**src/sgm_map.svh**
```systemverilog
// Register map, bit positions, reset values and input indices of the signal modulator.
// Assumes byte addressing on APB with 32-bit data, one register per aligned word.
//
// Contract
// RULE1: Output is selected carrier AND modulator; the code passes the selected carrier through with no AND against the modulator.
// RULE2: Modulator high mixes high carrier, low mixes low.
// RULE3: Disabled: carriers grounded, modulator from software bit.
// RULE4: Pin enable cleared holds pin low, mixing continues.
// RULE5: Synced carrier pulse falls before switching carriers.
// RULE6: High carrier sync only by its own bit.
// RULE7: Low carrier sync only by its own bit.
// RULE8: High carrier invert bit inverts high carrier.
// RULE9: Low carrier invert bit inverts low carrier.
// RULE10: Carrier pin disable removes source's pin drive.
// RULE11: Modulator pin disable removes source's pin drive.
// RULE12: Output invert bit inverts pin output.
// RULE13: Slew limit bit drives slew control, resets one.
// RULE14: Keeps running in sleep when inputs run.
// RULE15: Reset disables module and restores register defaults.
// RULE16: Enable bit 7 mixes; cleared gives no output.
// RULE17: Pin output enable bit 6 gates pin.
// RULE18: Read-only bit 3 shows modulator output.
// RULE19: Bit 0 is modulator only for source 0000.
// RULE20: Modulator selector decodes pin, PWMs, comparators, serials.
// RULE21: Modulator codes 1011 to 1111 connect nothing.
// RULE22: Unimplemented control and source bits read zero.
// RULE23: Each carrier has own 4-bit source selector.
`ifndef SGM_MAP_SVH
`define SGM_MAP_SVH

`define SGM_ADDR_CTRL      12'h000
`define SGM_ADDR_SRC       12'h004
`define SGM_ADDR_HIGH_CARRIER      12'h008
`define SGM_ADDR_LOW_CARRIER      12'h00C

`define SGM_BIT_EN         7
`define SGM_BIT_OE         6
`define SGM_BIT_SLEW       5
`define SGM_BIT_OINV       4
`define SGM_BIT_STAT       3
`define SGM_BIT_SWBIT      0
`define SGM_BIT_ODIS       7
`define SGM_BIT_POL        6
`define SGM_BIT_SYNC       5

`define SGM_RST_CTRL       8'h20
`define SGM_RST_SRC        8'h00
`define SGM_RST_CAR        8'h00
`define SGM_WMASK_CTRL     8'hF1
`define SGM_WMASK_SRC      8'h8F
`define SGM_WMASK_CAR      8'hEF

`define SGM_NUM_IN         13
`define SGM_NUM_PINDIS     9
`define SGM_IN_MODPIN      0
`define SGM_IN_CCP         4
`define SGM_IN_COMP        8
`define SGM_IN_SER         10
`define SGM_IN_UART        12

`endif

```
**src/sgm_pkg.sv**
```systemverilog
// Types shared by the signal modulator design.
// Assumes the constants header is included by the modules that need numbers.
package sgm_pkg;

   // Carrier currently mixed into the output.
   typedef enum logic {
      SGM_ON_LOW,
      SGM_ON_HIGH
   } sgm_state_t;

   // Four-bit source selector code.
   typedef logic [3:0] sgm_sel_t;

endpackage

```
**src/sgm_modulator.sv**
```systemverilog
// Signal modulator: APB register file, source selection, carrier sync and output pin.
// Assumes all source inputs come from pins or other clock domains and are synchronised here.
//
// Chosen here: the address map and register access over APB.
`timescale 1ns/10ps
`include "sgm_map.svh"

module sgm_modulator
   import sgm_pkg::*;
(
   input  wire logic        pclk,
   input  wire logic        presetn,
   input  wire logic        psel,
   input  wire logic        penable,
   input  wire logic        pwrite,
   input  wire logic [11:0] paddr,
   input  wire logic [31:0] pwdata,
   output logic      [31:0] prdata,
   output logic             pready,
   output logic             pslverr,
   input  wire logic        modulator_input_pin,
   input  wire logic        carrier_input_pin_a,
   input  wire logic        carrier_input_pin_b,
   input  wire logic        ref_clock_signal,
   input  wire logic [3:0]  capture_pwm_out,
   input  wire logic [1:0]  comparator_out,
   input  wire logic [1:0]  serial_data_out,
   input  wire logic        uart_tx_out,
   output logic             modulated_output,
   output logic             slew_limit_enable,
   output logic [8:0]       source_pin_disable
);

   // Raw and synchronised source inputs.
   logic [`SGM_NUM_IN-1:0] in_raw;
   logic [`SGM_NUM_IN-1:0] in_meta;
   logic [`SGM_NUM_IN-1:0] in_sync;

   // Register state.
   logic [7:0] modulation_control;
   logic [7:0] modulation_source_select;
   logic [7:0] high_carrier_control;
   logic [7:0] low_carrier_control;
   logic [7:0] next_modulation_control;
   logic [7:0] next_modulation_source_select;
   logic [7:0] next_high_carrier_control;
   logic [7:0] next_low_carrier_control;

   // Bus answer state.
   logic [31:0] next_prdata;
   logic        next_pready;
   logic        next_pslverr;
   logic        wr_fire;
   logic        setup;
   logic        mapped;
   logic [7:0]  read_value;

   // Mixing state.
   sgm_state_t state;
   sgm_state_t next_state;
   logic       module_enable;
   logic       high_carrier;
   logic       low_carrier;
   logic       mod_signal;
   logic       mixed;
   logic       status;
   logic       next_status;
   logic       next_modulated_output;
   logic       next_slew_limit_enable;
   logic [8:0] next_source_pin_disable;

   // Picks a carrier source by selector code; reserved codes connect nothing.
   function automatic logic carrier_pick(input sgm_sel_t sel,
                                         input logic [`SGM_NUM_IN-1:0] s);
      logic v;
      v = 1'b0;
      case (sel)
         4'h1: v = s[1];
         4'h2: v = s[2];
         4'h3: v = s[3];
         4'h4: v = s[4];
         4'h5: v = s[5];
         4'h6: v = s[6];
         4'h7: v = s[7];
         default: v = 1'b0;
      endcase
      return v;
   endfunction

   // Picks the modulator source; code zero is the software bit.
   function automatic logic mod_pick(input sgm_sel_t sel,
                                     input logic [`SGM_NUM_IN-1:0] s,
                                     input logic swbit);
      logic v;
      v = 1'b0;
      case (sel)
         4'h0: v = swbit;               // [RULE19]
         4'h1: v = s[`SGM_IN_MODPIN];   // [RULE20]
         4'h2: v = s[`SGM_IN_CCP];
         4'h3: v = s[`SGM_IN_CCP+1];
         4'h4: v = s[`SGM_IN_CCP+2];
         4'h5: v = s[`SGM_IN_CCP+3];
         4'h6: v = s[`SGM_IN_COMP];
         4'h7: v = s[`SGM_IN_COMP+1];
         4'h8: v = s[`SGM_IN_SER];
         4'h9: v = s[`SGM_IN_SER+1];
         4'hA: v = s[`SGM_IN_UART];
         default: v = 1'b0;             // [RULE21]
      endcase
      return v;
   endfunction

   // Maps a selector to the peripheral whose pin drive it removes.
   function automatic logic [8:0] pin_mask(input sgm_sel_t sel,
                                           input logic odis,
                                           input logic is_mod);
      logic [8:0] m;
      m = 9'h000;
      if (odis) begin
         if (is_mod) begin
            case (sel)
               4'h2: m = 9'h001;
               4'h3: m = 9'h002;
               4'h4: m = 9'h004;
               4'h5: m = 9'h008;
               4'h6: m = 9'h010;
               4'h7: m = 9'h020;
               4'h8: m = 9'h040;
               4'h9: m = 9'h080;
               4'hA: m = 9'h100;
               default: m = 9'h000;
            endcase
         end else begin
            case (sel)
               4'h4: m = 9'h001;
               4'h5: m = 9'h002;
               4'h6: m = 9'h004;
               4'h7: m = 9'h008;
               default: m = 9'h000;
            endcase
         end
      end
      return m;
   endfunction

   // Gathers all asynchronous sources into one vector.
   assign in_raw = {uart_tx_out, serial_data_out, comparator_out, capture_pwm_out,
                    ref_clock_signal, carrier_input_pin_b, carrier_input_pin_a,
                    modulator_input_pin};

   // Two-stage synchroniser per source input.
   for (genvar i = 0; i < `SGM_NUM_IN; i++) begin : g_sync
      always_ff @(posedge pclk or negedge presetn) begin
         if (!presetn) begin
            in_meta[i] <= 1'b0;
            in_sync[i] <= 1'b0;
         end else begin
            in_meta[i] <= in_raw[i];
            in_sync[i] <= in_meta[i];
         end
      end
   end

   // Bus phase decode; a write lands at the access edge while pready is high.
   assign setup   = psel & ~penable;
   assign wr_fire = psel & penable & pready & pwrite;

   // Address decode and read mux; unimplemented bits read zero.
   always_comb begin
      mapped     = 1'b1;
      read_value = 8'h00;
      case (paddr)
         `SGM_ADDR_CTRL: begin
            read_value = modulation_control & `SGM_WMASK_CTRL;       // [RULE22]
            read_value[`SGM_BIT_STAT] = status;                     // [RULE18]
         end
         `SGM_ADDR_SRC:  read_value = modulation_source_select & `SGM_WMASK_SRC; // [RULE22]
         `SGM_ADDR_HIGH_CARRIER: read_value = high_carrier_control & `SGM_WMASK_CAR;
         `SGM_ADDR_LOW_CARRIER: read_value = low_carrier_control & `SGM_WMASK_CAR;
         default:        mapped = 1'b0;
      endcase
   end

   // Next register values from bus writes; only writable bits are stored.
   always_comb begin
      next_modulation_control       = modulation_control;
      next_modulation_source_select = modulation_source_select;
      next_high_carrier_control     = high_carrier_control;
      next_low_carrier_control      = low_carrier_control;
      if (wr_fire) begin
         case (paddr)
            `SGM_ADDR_CTRL: next_modulation_control = pwdata[7:0] & `SGM_WMASK_CTRL;
            `SGM_ADDR_SRC:  next_modulation_source_select = pwdata[7:0] & `SGM_WMASK_SRC;
            `SGM_ADDR_HIGH_CARRIER: next_high_carrier_control = pwdata[7:0] & `SGM_WMASK_CAR;
            `SGM_ADDR_LOW_CARRIER: next_low_carrier_control = pwdata[7:0] & `SGM_WMASK_CAR;
            default: next_modulation_control = modulation_control;
         endcase
      end
   end

   // Register file; reset leaves the module disabled with slew limiting on.
   always_ff @(posedge pclk or negedge presetn) begin
      if (!presetn) begin
         modulation_control       <= `SGM_RST_CTRL;   // [RULE15] [RULE13]
         modulation_source_select <= `SGM_RST_SRC;
         high_carrier_control     <= `SGM_RST_CAR;
         low_carrier_control      <= `SGM_RST_CAR;
      end else begin
         modulation_control       <= next_modulation_control;
         modulation_source_select <= next_modulation_source_select;
         high_carrier_control     <= next_high_carrier_control;
         low_carrier_control      <= next_low_carrier_control;
      end
   end

   // Bus answer: read data, error and ready are all captured in setup and appear together at the next edge.
   always_comb begin
      next_pready  = setup;
      next_prdata  = 32'h0000_0000;
      next_pslverr = 1'b0;
      if (setup) begin
         next_prdata  = {24'h00_0000, read_value};
         next_pslverr = ~mapped;
      end
   end

   // Registers the bus answer.
   always_ff @(posedge pclk or negedge presetn) begin
      if (!presetn) begin
         prdata  <= 32'h0000_0000;
         pready  <= 1'b0;
         pslverr <= 1'b0;
      end else begin
         prdata  <= next_prdata;
         pready  <= next_pready;
         pslverr <= next_pslverr;
      end
   end

   // Source selection with polarity; a disabled module grounds both carriers.
   always_comb begin
      module_enable = modulation_control[`SGM_BIT_EN];
      high_carrier  = 1'b0;
      low_carrier   = 1'b0;
      mod_signal    = modulation_control[`SGM_BIT_SWBIT];          // [RULE3]
      if (module_enable) begin                                      // [RULE16]
         high_carrier = carrier_pick(high_carrier_control[3:0], in_sync)
                        ^ high_carrier_control[`SGM_BIT_POL];       // [RULE23] [RULE8]
         low_carrier  = carrier_pick(low_carrier_control[3:0], in_sync)
                        ^ low_carrier_control[`SGM_BIT_POL];        // [RULE9]
         mod_signal   = mod_pick(modulation_source_select[3:0], in_sync,
                                 modulation_control[`SGM_BIT_SWBIT]); // [RULE19]
      end
   end

   // Carrier switch: a synced carrier must be low before the switch is allowed.
   // Nothing here depends on a sleep state, so mixing goes on in sleep. [RULE14]
   always_comb begin
      next_state = state;
      case (state)
         SGM_ON_HIGH: begin
            if (!mod_signal &&
                !(high_carrier_control[`SGM_BIT_SYNC] && high_carrier)) begin // [RULE5] [RULE6]
               next_state = SGM_ON_LOW;
            end
         end
         SGM_ON_LOW: begin
            if (mod_signal &&
                !(low_carrier_control[`SGM_BIT_SYNC] && low_carrier)) begin   // [RULE5] [RULE7]
               next_state = SGM_ON_HIGH;
            end
         end
         default: next_state = SGM_ON_LOW;
      endcase
   end

   // Mixing: the active carrier passes ungated; only the state set by the modulator picks it.
   assign mixed = (state == SGM_ON_HIGH) ? (1'b1 & high_carrier)
                                         : (1'b1 & low_carrier);    // [RULE1] [RULE2]

   // Output stage next values: polarity, pin gating, slew and pin disables.
   always_comb begin
      next_status = mixed ^ modulation_control[`SGM_BIT_OINV];      // [RULE12] [RULE18]
      next_modulated_output = next_status & module_enable
                              & modulation_control[`SGM_BIT_OE];    // [RULE4] [RULE17]
      next_slew_limit_enable = modulation_control[`SGM_BIT_SLEW];   // [RULE13]
      next_source_pin_disable =
         pin_mask(high_carrier_control[3:0],
                  high_carrier_control[`SGM_BIT_ODIS], 1'b0)        // [RULE10]
       | pin_mask(low_carrier_control[3:0],
                  low_carrier_control[`SGM_BIT_ODIS], 1'b0)         // [RULE10]
       | pin_mask(modulation_source_select[3:0],
                  modulation_source_select[`SGM_BIT_ODIS], 1'b1);   // [RULE11]
   end

   // Registers the mixing state and all pin-facing outputs.
   always_ff @(posedge pclk or negedge presetn) begin
      if (!presetn) begin
         state              <= SGM_ON_LOW;
         status             <= 1'b0;
         modulated_output   <= 1'b0;                                // [RULE15]
         slew_limit_enable  <= 1'b1;
         source_pin_disable <= 9'h000;
      end else begin
         state              <= next_state;
         status             <= next_status;
         modulated_output   <= next_modulated_output;
         slew_limit_enable  <= next_slew_limit_enable;
         source_pin_disable <= next_source_pin_disable;
      end
   end

endmodule

```
**config.mk**
```make
export PLATFORM = sky130hd
export DESIGN_NAME = sgm_modulator
export DESIGN_NICKNAME = d
export VERILOG_FILES = /design/src/sgm_pkg.sv /design/src/sgm_modulator.sv
export VERILOG_INCLUDE_DIRS = /design/src /design/src/src
export SDC_FILE = /design/constraint.sdc
export NUM_CORES = 1
export LEC_CHECK = 0
export ABC_AREA = 1
export BUFFER_PORTS_ARGS = -buffer_cell sky130_fd_sc_hd__buf_4
export CORE_ASPECT_RATIO = 0.5
export CORE_MARGIN = 1.5
export CORE_UTILIZATION = 40
export DETAILED_ROUTE_END_ITERATION = 8
export GPL_ROUTABILITY_DRIVEN = 1
export GPL_TIMING_DRIVEN = 0
export PLACE_DENSITY = 0.63
export SLEW_MARGIN = 5
export SYNTH_ARGS = -nofsm -noshare
export SYNTH_HDL_FRONTEND = slang
export SYNTH_SLANG_ARGS = --single-unit
```
**constraint.sdc**
```tcl
create_clock -name pclk -period 1.7 [get_ports pclk]
set_input_delay 0.17 -clock pclk [delete_from_list [all_inputs] [get_ports pclk]]
set_output_delay 0.17 -clock pclk [all_outputs]
set_load 0.01 [all_outputs]
```
# Word level (Yosys, flattened, before mapping)
# Memories as Yosys holds them, arrays and structs flattened.
# Cells that the tools add are included.
# op_classes
n_eq_ne	27
n_mux	21
bitwise_logic	14
n_reduce_logical	14
# op_table
operator	n
$eq 4x3->1 const B	12
$pmux 4 s4	2
$pmux 8 s4	1
$eq 12x4->1 const B	2
$eq 4x2->1 const B	6
$or 9x9->9	2
$pmux 1 s7	2
$eq 12x3->1 const B	1
$eq 4x1->1 const B	3
$eq 4x4->1 const B	3
$logic_not 12->1	1
$pmux 1 s11	1
$mux 1	10
$mux 9	1
$mux 4	2
$mux 8	1
$reduce_and 2->1	4
$and 1x1->1	6
$logic_and 1x1->1	4
$logic_not 4->1	1
$reduce_or 4->1	1
$logic_not 1->1	3
$not 1->1	3
$xor 1x1->1	3
$pmux 1 s2	1
# word_totals
reg_bits	97
rom_bits	144
in_bits	62
out_inout_bits	45
elab_cells	115
n_memories	1
# mem_list
memory	depth	word_bits	rd	rd_ports_with_merged_regs	wr	line_no	rtl
(no name shown)	16	9	1	0	0	sgm_modulator.sv:121	case (sel)

# Longest topological paths before layout
# Gate-level depths: netlist (run 1).
# logic_depth
ltp_word	10
mapped_depth	12
mapped_depth_nobuf	12

# Least setup slack after synthesis (run 1)
# Ideal clock, no wire load.
# synth_path
path_type	reg-to-reg
from	register high_carrier_control[0]
to	register status
t_arrival_ps	1148
path_slack_ps	438
stages_incl_launch_ff	13
path_buffers	0
cell_sequence	dfrtp_1 nand2_1 inv_1 nand3_1 nand2_1 nor2_1 nand2_1 nand2_2 nand3_2 nand2_1 nand2_1 nand2_2 inv_1
# synth_between
elab_chain_cells	7
word_cells_on_any_way	13
cone_classes	7 x eq/ne; 4 x mux; 2 x bitwise
# synth_rtl
item	line_no	rtl
start, declared	sgm_modulator.sv:42	logic [7:0] high_carrier_control;
start signal, assigned	sgm_modulator.sv:206	high_carrier_control <= `SGM_RST_CAR;
start signal, assigned	sgm_modulator.sv:211	high_carrier_control <= next_high_carrier_control;
$eq 4x3->1 (tied with other cells)	sgm_modulator.sv:77	case (sel)
$pmux 1 s7 (*)	sgm_modulator.sv:77	
$mux 1 (*)	sgm_modulator.sv:246	if (module_enable) begin
$xor 1x1->1 (*)	sgm_modulator.sv:247	high_carrier = carrier_pick(high_carrier_control[3:0], in_sync)
$mux 1 (*)	sgm_modulator.sv:246	
$mux 1 (*)	sgm_modulator.sv:278	assign mixed = (state == SGM_ON_HIGH) ? (1'b1 & high_carrier)
$xor 1x1->1 (*)	sgm_modulator.sv:283	next_status = mixed ^ modulation_control[`SGM_BIT_OINV];
net next_status	sgm_modulator.sv:67	logic next_status;
end signal, assigned	sgm_modulator.sv:306	status <= next_status;
end, declared	sgm_modulator.sv:66	logic status;
# Mark *: on every way through the listed nets, which the timed path passes. The rest lies on a longest branch. The select of a mux whose other input is x is not followed.
# A chain may end at the register's enable or synchronous reset.

# Final worst setup path (run 1)
# layout_path
from	register low_carrier_control[0]
to	register status
# layout_between
elab_chain_cells	7
word_cells_on_any_way	13
cone_classes	7 x eq/ne; 4 x mux; 2 x bitwise
# layout_rtl
item	line_no	rtl
start, declared	sgm_modulator.sv:43	logic [7:0] low_carrier_control;
start signal, assigned	sgm_modulator.sv:207	low_carrier_control <= `SGM_RST_CAR;
start signal, assigned	sgm_modulator.sv:212	low_carrier_control <= next_low_carrier_control;
$eq 4x3->1 (tied with other cells)	sgm_modulator.sv:77	
$pmux 1 s7 (*)	sgm_modulator.sv:77	
$mux 1 (*)	sgm_modulator.sv:246	
$xor 1x1->1 (*)	sgm_modulator.sv:249	low_carrier = carrier_pick(low_carrier_control[3:0], in_sync)
$mux 1 (*)	sgm_modulator.sv:246	
$mux 1 (*)	sgm_modulator.sv:278	
$xor 1x1->1 (*)	sgm_modulator.sv:283	
net next_status	sgm_modulator.sv:67	
# Marks and branches as above.

==> results of run 1 <==
[kinds of logic (layout without fill, tap and decap cells)]
| kind of cell | Yosys count | count (layout) |
|---|---|---|
| AO/OA/AOI/OAI | 36 | 36 |
| other | 1 | 24 |
| AND/OR/NAND/NOR | 177 | 177 |
| flip-flops | 73 | 73 |
| buffers and inverters | 69 | 158 |
[metrics by stage]
stage                       util  cells  cell area (sq um)
after floorplan                -    379               3447
after global placement    0.4974    549               4023
after detailed placement  0.4974    549               4023
after CTS                 0.5527    580               4469
after global routing      0.5533    580               4474
final                     0.5533    580               4474
[layout by cell type (no fill, tap or decap), drive strengths merged, types with 3 or more instances in the layout]
master	count
a21oi	3
conb	24
nand3	33
o22ai	4
nor3	9
nand2	89
buf	84
inv	42
clkinvlp	3
nor2	43
dlygate4sd3	15
clkinv	4
dfrtp	71
clkbuf	9
o21ai	25
[what timing repair did]
action	in CTS	in global routing
setup endpoints to repair	0	2
resized for setup	0	2
endpoints found under the hold margin	43	0
hold buffers	15	0
setup buffers	0	0
[synthesized netlist by cell type (all sizes together)]
cell    number
nand2       89
dfrtp       71
nor2        43
inv         42
nand3       33
buf         26
o21ai       25
nor3         9
o22ai        4
a21oi        3
a41oi        2
dfstp        2
nand4        2
clkinv       1
conb         1
o211ai       1
o221ai       1
or2          1
[worst max-delay path, stage by stage (launching register included)]
cell	delay, ns
dfrtp_1	0.47
inv_2	0.08
nor2_2	0.16
nand2_1	0.07
nand3_1	0.12
nand2_1	0.10
nand3_1	0.10
nand3_2	0.10
nand2_1	0.07
nand2_1	0.05
nand2_2	0.06
inv_1	0.04
[worst min-delay path by stage]
stage | from | to | slack [ns] | depth (start not counted)
after CTS | psel | pready | 0.06 | 3
after floorplan | presetn | high_carrier_control[0] | -0.13 | 0
after global placement | uart_tx_out | in_meta[12] | 0.28 | 1
after global routing | psel | pready | 0.1 | 3
final | psel | pready | 0.07 | 3
after detailed placement | carrier_input_pin_b | in_meta[2] | 0.28 | 1
[sequential cells by signal, indices dropped and copies added (netlist names)]
register	flops
in_meta	13
in_sync	13
source_pin_disable	9
prdata	8
high_carrier_control	7
low_carrier_control	7
modulation_control	5
modulation_source_select	5
modulated_output	1
pready	1
pslverr	1
slew_limit_enable	1
state	1
status	1
[area by class of cell]
type | instances | share of cell area
buffer | 26 | 0.04530
clock buffer | 9 | 0.05034
clock inverter | 7 | 0.01594
inverter | 43 | 0.03635
multi-input combinational | 237 | 0.2810
sequential | 73 | 0.4088
tap | 112 | 0.03132
timing repair buffer | 73 | 0.1309
[metal layers]
| metal | GRT usage | part of all wire |
|---|---|---|
| met2 | 0.2696 | 0.43 |
| met3 | 0.05926 | 0.075 |
| met1 | 0.2283 | 0.48 |
| met4 | 0.06181 | 0.014 |
| met5 | 0 | 0 |
[power breakdown]
| part | total (uW) | switching, uW | internal, uW |
|---|---|---|---|
| Sequential | 1790 | 12.6 | 1770 |
| Clock | 1850 | 717 | 1130 |
| Combinational | 237 | 115 | 123 |
==> flow_summary.ini, run 1 <==
[setup_path]
reg2reg_setup_slack_ns = 0.16
r2r_end = status
reg2reg_from = low_carrier_control[0]
criticalPathCategory = reg2reg
rr_worst_depth = 11
startpoint_type = flip-flop
startpoint = low_carrier_control[0]
crit_arrival_ns = 1.77
critical_path.max_fanout = 5
worstPathRequired_ns = 1.93
endpoint = status
crit_path_end_kind = flip-flop

[detailed_routing]
vias = 2574
dr.pass1.iters = 4
drc = 0
viasPerCell = 4.438
wl_um = 6905
drtIter0Drc = 209
post_drt_wl_per_cell_um = 11.91
ant_nets = 0

[power]
powerDensity_nw_per_um2 = 864.9
ir_drop_mv = 0.4975
p_leak_uw = 0.002302
finalPower_uw = 3870

[sta]
worst_pin_slew_ns = 0.8863
report.final.slew_viol_count = 0
relSlewSlack = 0.4092
setup_viol = 0
period_minus_slack_ns = 1.545
hold_violations = 0
rsz0062_at_grt = no
finalHoldWorstSlack_ns = 0.07401
max_freq_ghz = 0.6473
tns_ns = 0
fin_ws_ns = 0.1552
fin_worst_skew_ns = 0.003992
finalCritPeriodShare = 0.9087

[yosys]
synth_top_area_share = 0.5287
ys_ff_latch = 73
syn_inst = 356
synth_area_per_cell_sq_um = 9.440
ys_top_cells_by_area = dfrtp_1 (53%), nand2_1 (8.8%), buf_4 (5.4%), nand3_1 (4.0%), inv_1 (3.7%)
synth_xor_area_frac = 0
muxShareOfSynthArea = 0
synth_top_family_by_area = simple AND/OR/NAND/NOR gates
synth_simple_gate_area_share = 0.2666
synth_top_cell_by_area = dfrtp_1
synth.distinct_cells = 30
synth_compound_area_frac = 0.07930
synthAdderAreaFrac = 0
ys_seq_area_frac = 0.5443
yosysWarningCount = 0
synth_area_sq_um = 3361

[floorplan]
die_w_um = 132.6
initial_core_util = 0.4156
core_area_sq_um = 8087
num_rows = 23
die-area_sq_um = 8994
pin_count = 107
fp.dieH_um = 67.82

[finish]
drive_gt1_frac = 0.3397
multi_input_area_sq_um = 1257
fillCellCount = 730
ff_latch_area_sq_um = 1829
layout.nets = 525
syn2layout_area_growth_pct = 33.13
n_antenna_cell = 0

[cts]
clk_pin_slew_ns = 0.06
cts_buffer_depth = 2
root_buffer = clkbuf_16
cts_tree = yes
h-tree-depth = 3
cts_sinks = 73
clk_latency_ns = 0.34
cts_made_buffers = 9

[placement]
dp_hpwl_um = 5120
gp_congestion = 0.8974
dp_slack_ns = 0.1256
portBuffers = 58

[grt]
overflow = 0
grt_pass1_vias = 2276
grt_max_degree = 74
grt_pass1_wl_um = 11370
antenna_found_initial = 0
grt_use_total = 0.1728

[outcome]
outcome = finished, final reports clean

[worst_hold_path]
holdCritPathClass = in2reg

[job]
drv_cap = 0
Note: power is estimated with default switching activity, not from simulation.
==> run 2: changes to the inputs <==
--- a/config.mk
+++ b/config.mk
@@ -14,7 +14,7 @@
 export DETAILED_ROUTE_END_ITERATION = 8
 export GPL_ROUTABILITY_DRIVEN = 1
 export GPL_TIMING_DRIVEN = 0
-export PLACE_DENSITY = 0.63
+export PLACE_DENSITY = 0.65
 export SLEW_MARGIN = 5
 export SYNTH_ARGS = -nofsm -noshare
 export SYNTH_HDL_FRONTEND = slang
==> run 2 against run 1 <==
- the flow now finishes with violations (hold timing)
- via count fell by 1.9%
- first-iteration DRC count fell by 0.96%
- final cell count fell by 0.17%
- sequential share of layout area rose by 0.092 points
- clock power barely moved
- critical path depth fell by 2
- critical path type unchanged
- largest cell class unchanged
- highest routed layer unchanged
==> flow_summary.ini, run 2 (synthesized netlist as in run 1, its figures left out) <==
[grt]
grt_pass1_wl_um = 10910
antenna_found_initial = 0
grt_max_degree = 74
grt_use_total = 0.1630
grt_pass1_vias = 2272
overflow = 0

[finish]
multi_input_area_sq_um = 1257
drive_gt1_frac = 0.3405
fillCellCount = 736
final_common_cell = buf_4
final_cell_area_sq_um = 4464
syn2layout_area_growth_pct = 32.84
reg_top3 = in_meta (13), in_sync (13), source_pin_disable (9)
layout.nets = 524
layout_common_cells = buf_4 (82), nand2_1 (79), dfrtp_1 (71)
ff_latch_area_sq_um = 1829
n_antenna_cell = 0

[floorplan]
pin_count = 107
core_area_sq_um = 8087
die-area_sq_um = 8994
fp.dieH_um = 67.82
initial_core_util = 0.4156
num_rows = 23
die_w_um = 132.6

[sta]
relSlewSlack = 0.4107
worst_pin_slew_ns = 0.8840
fin_ws_ns = 0.1586
report.final.slew_viol_count = 0
rsz0062_at_grt = no
finalHoldWorstSlack_ns = -0.03465
tns_ns = 0
fin_worst_skew_ns = 0.004713
finalCritPeriodShare = 0.9067
max_freq_ghz = 0.6487
setup_viol = 0
period_minus_slack_ns = 1.541
hold_violations = 60

[setup_path]
criticalPathCategory = reg2reg
crit_arrival_ns = 1.76
critical_path.max_fanout = 6
crit_path_end_kind = flip-flop
startpoint_type = flip-flop
worstPathRequired_ns = 1.91

[outcome]
violations = hold timing
outcome = complete, but fails checks

[detailed_routing]
post_drt_wl_per_cell_um = 11.64
vias = 2525
drc = 0
viasPerCell = 4.361
drtIter0Drc = 207
dr.pass1.iters = 4
wl_um = 6742
ant_nets = 0

[cts]
cts_sinks = 73
cts_made_buffers = 9
cts_buffer_depth = 2
h-tree-depth = 3
root_buffer = clkbuf_16
post-cts-setup-buffers = 0
clk_pin_slew_ns = 0.06
clk_latency_ns = 0.33
cts_tree = yes

[power]
p_leak_uw = 0.002308
powerDensity_nw_per_um2 = 865.1
ir_drop_mv = 0.5897

[placement]
place_area_sq_um = 4023
dp_hpwl_um = 5095
gp_congestion = 0.8158
dp_slack_ns = 0.1619
portBuffers = 58

[worst_hold_path]
holdCritPathClass = in2async

[job]
drv_cap = 0
-- run 2: cell types whose count changed in the layout (fill, tap and decap cells not counted) --
cell	delta
clkinv_2	+2
dlygate4sd3_1	-1
clkinvlp_4	-2
clkinv_4	-1
clkbuf_8	+1
-- run 2: area by class of cell --
class / instances / share of cell area
Clock inverter: 6 / 0.01289
Multi-Input combinational cell: 237 / 0.2817
Clock buffer: 10 / 0.05353
Timing Repair Buffer: 72 / 0.1289
Buffer: 26 / 0.04540
Tap cell: 112 / 0.03139
Inverter: 43 / 0.03643
Sequential cell: 73 / 0.4098
-- run 2: metal layers --
layer | share of wire | wire (um) | up-vias | track usage
met5 | 0 | 0 | - | 0
met4 | 0.019 | 129 | 0 | 0.07280
met3 | 0.091 | 611 | 14 | 0.04667
met2 | 0.42 | 2854 | 101 | 0.2454
met1 | 0.47 | 3147 | 1114 | 0.2226
li1 | - | - | 1296 | -
-- run 2: final timing paths --
check,from,depth (start not counted),endpoint,slack (ns)
worst min register to register,in_meta[7],0,in_sync[7],0.35
worst max register to register,modulation_source_select[3],9,state,0.16
min in group pclk,psel,3,pready,0.07
worst max-delay path,modulation_source_select[3],9,state,0.16
worst min-delay path,presetn,1,in_meta[12],-0.03
max in group asynchronous,presetn,1,prdata[6],1.16
-- run 2: worst max-delay path: stages (launching register included) --
cell     delay (ns)
dfrtp_1        0.45
inv_1          0.08
nand2_1        0.17
nor2_1         0.07
nand2_1        0.06
nand2_1        0.04
nor3_1         0.16
nand2_1        0.14
a21oi_1        0.17
a21oi_1        0.08
-- run 2: power by group --
group | internal, uW | total [uW] | switching (uW)
Combinational | 121 | 235 | 114
Clock | 1160 | 1840 | 677
Sequential | 1770 | 1790 | 14.2
Total | 3060 | 3860 | 805
-- run 2: through the flow --
stage,power (uW),util,cells
after floorplan,1914,-,379
after CTS,3911,0.5514,579
after global routing,4026,0.5521,579
final,3862,0.5521,579
after global placement,2027,0.4974,549
after detailed placement,2029,0.4974,549
-- run 2: timing repair --
action,CTS,global route
endpoints found under the hold margin,14,0
resized for setup,0,2
hold buffers,14,0
endpoints found under the setup margin,0,2
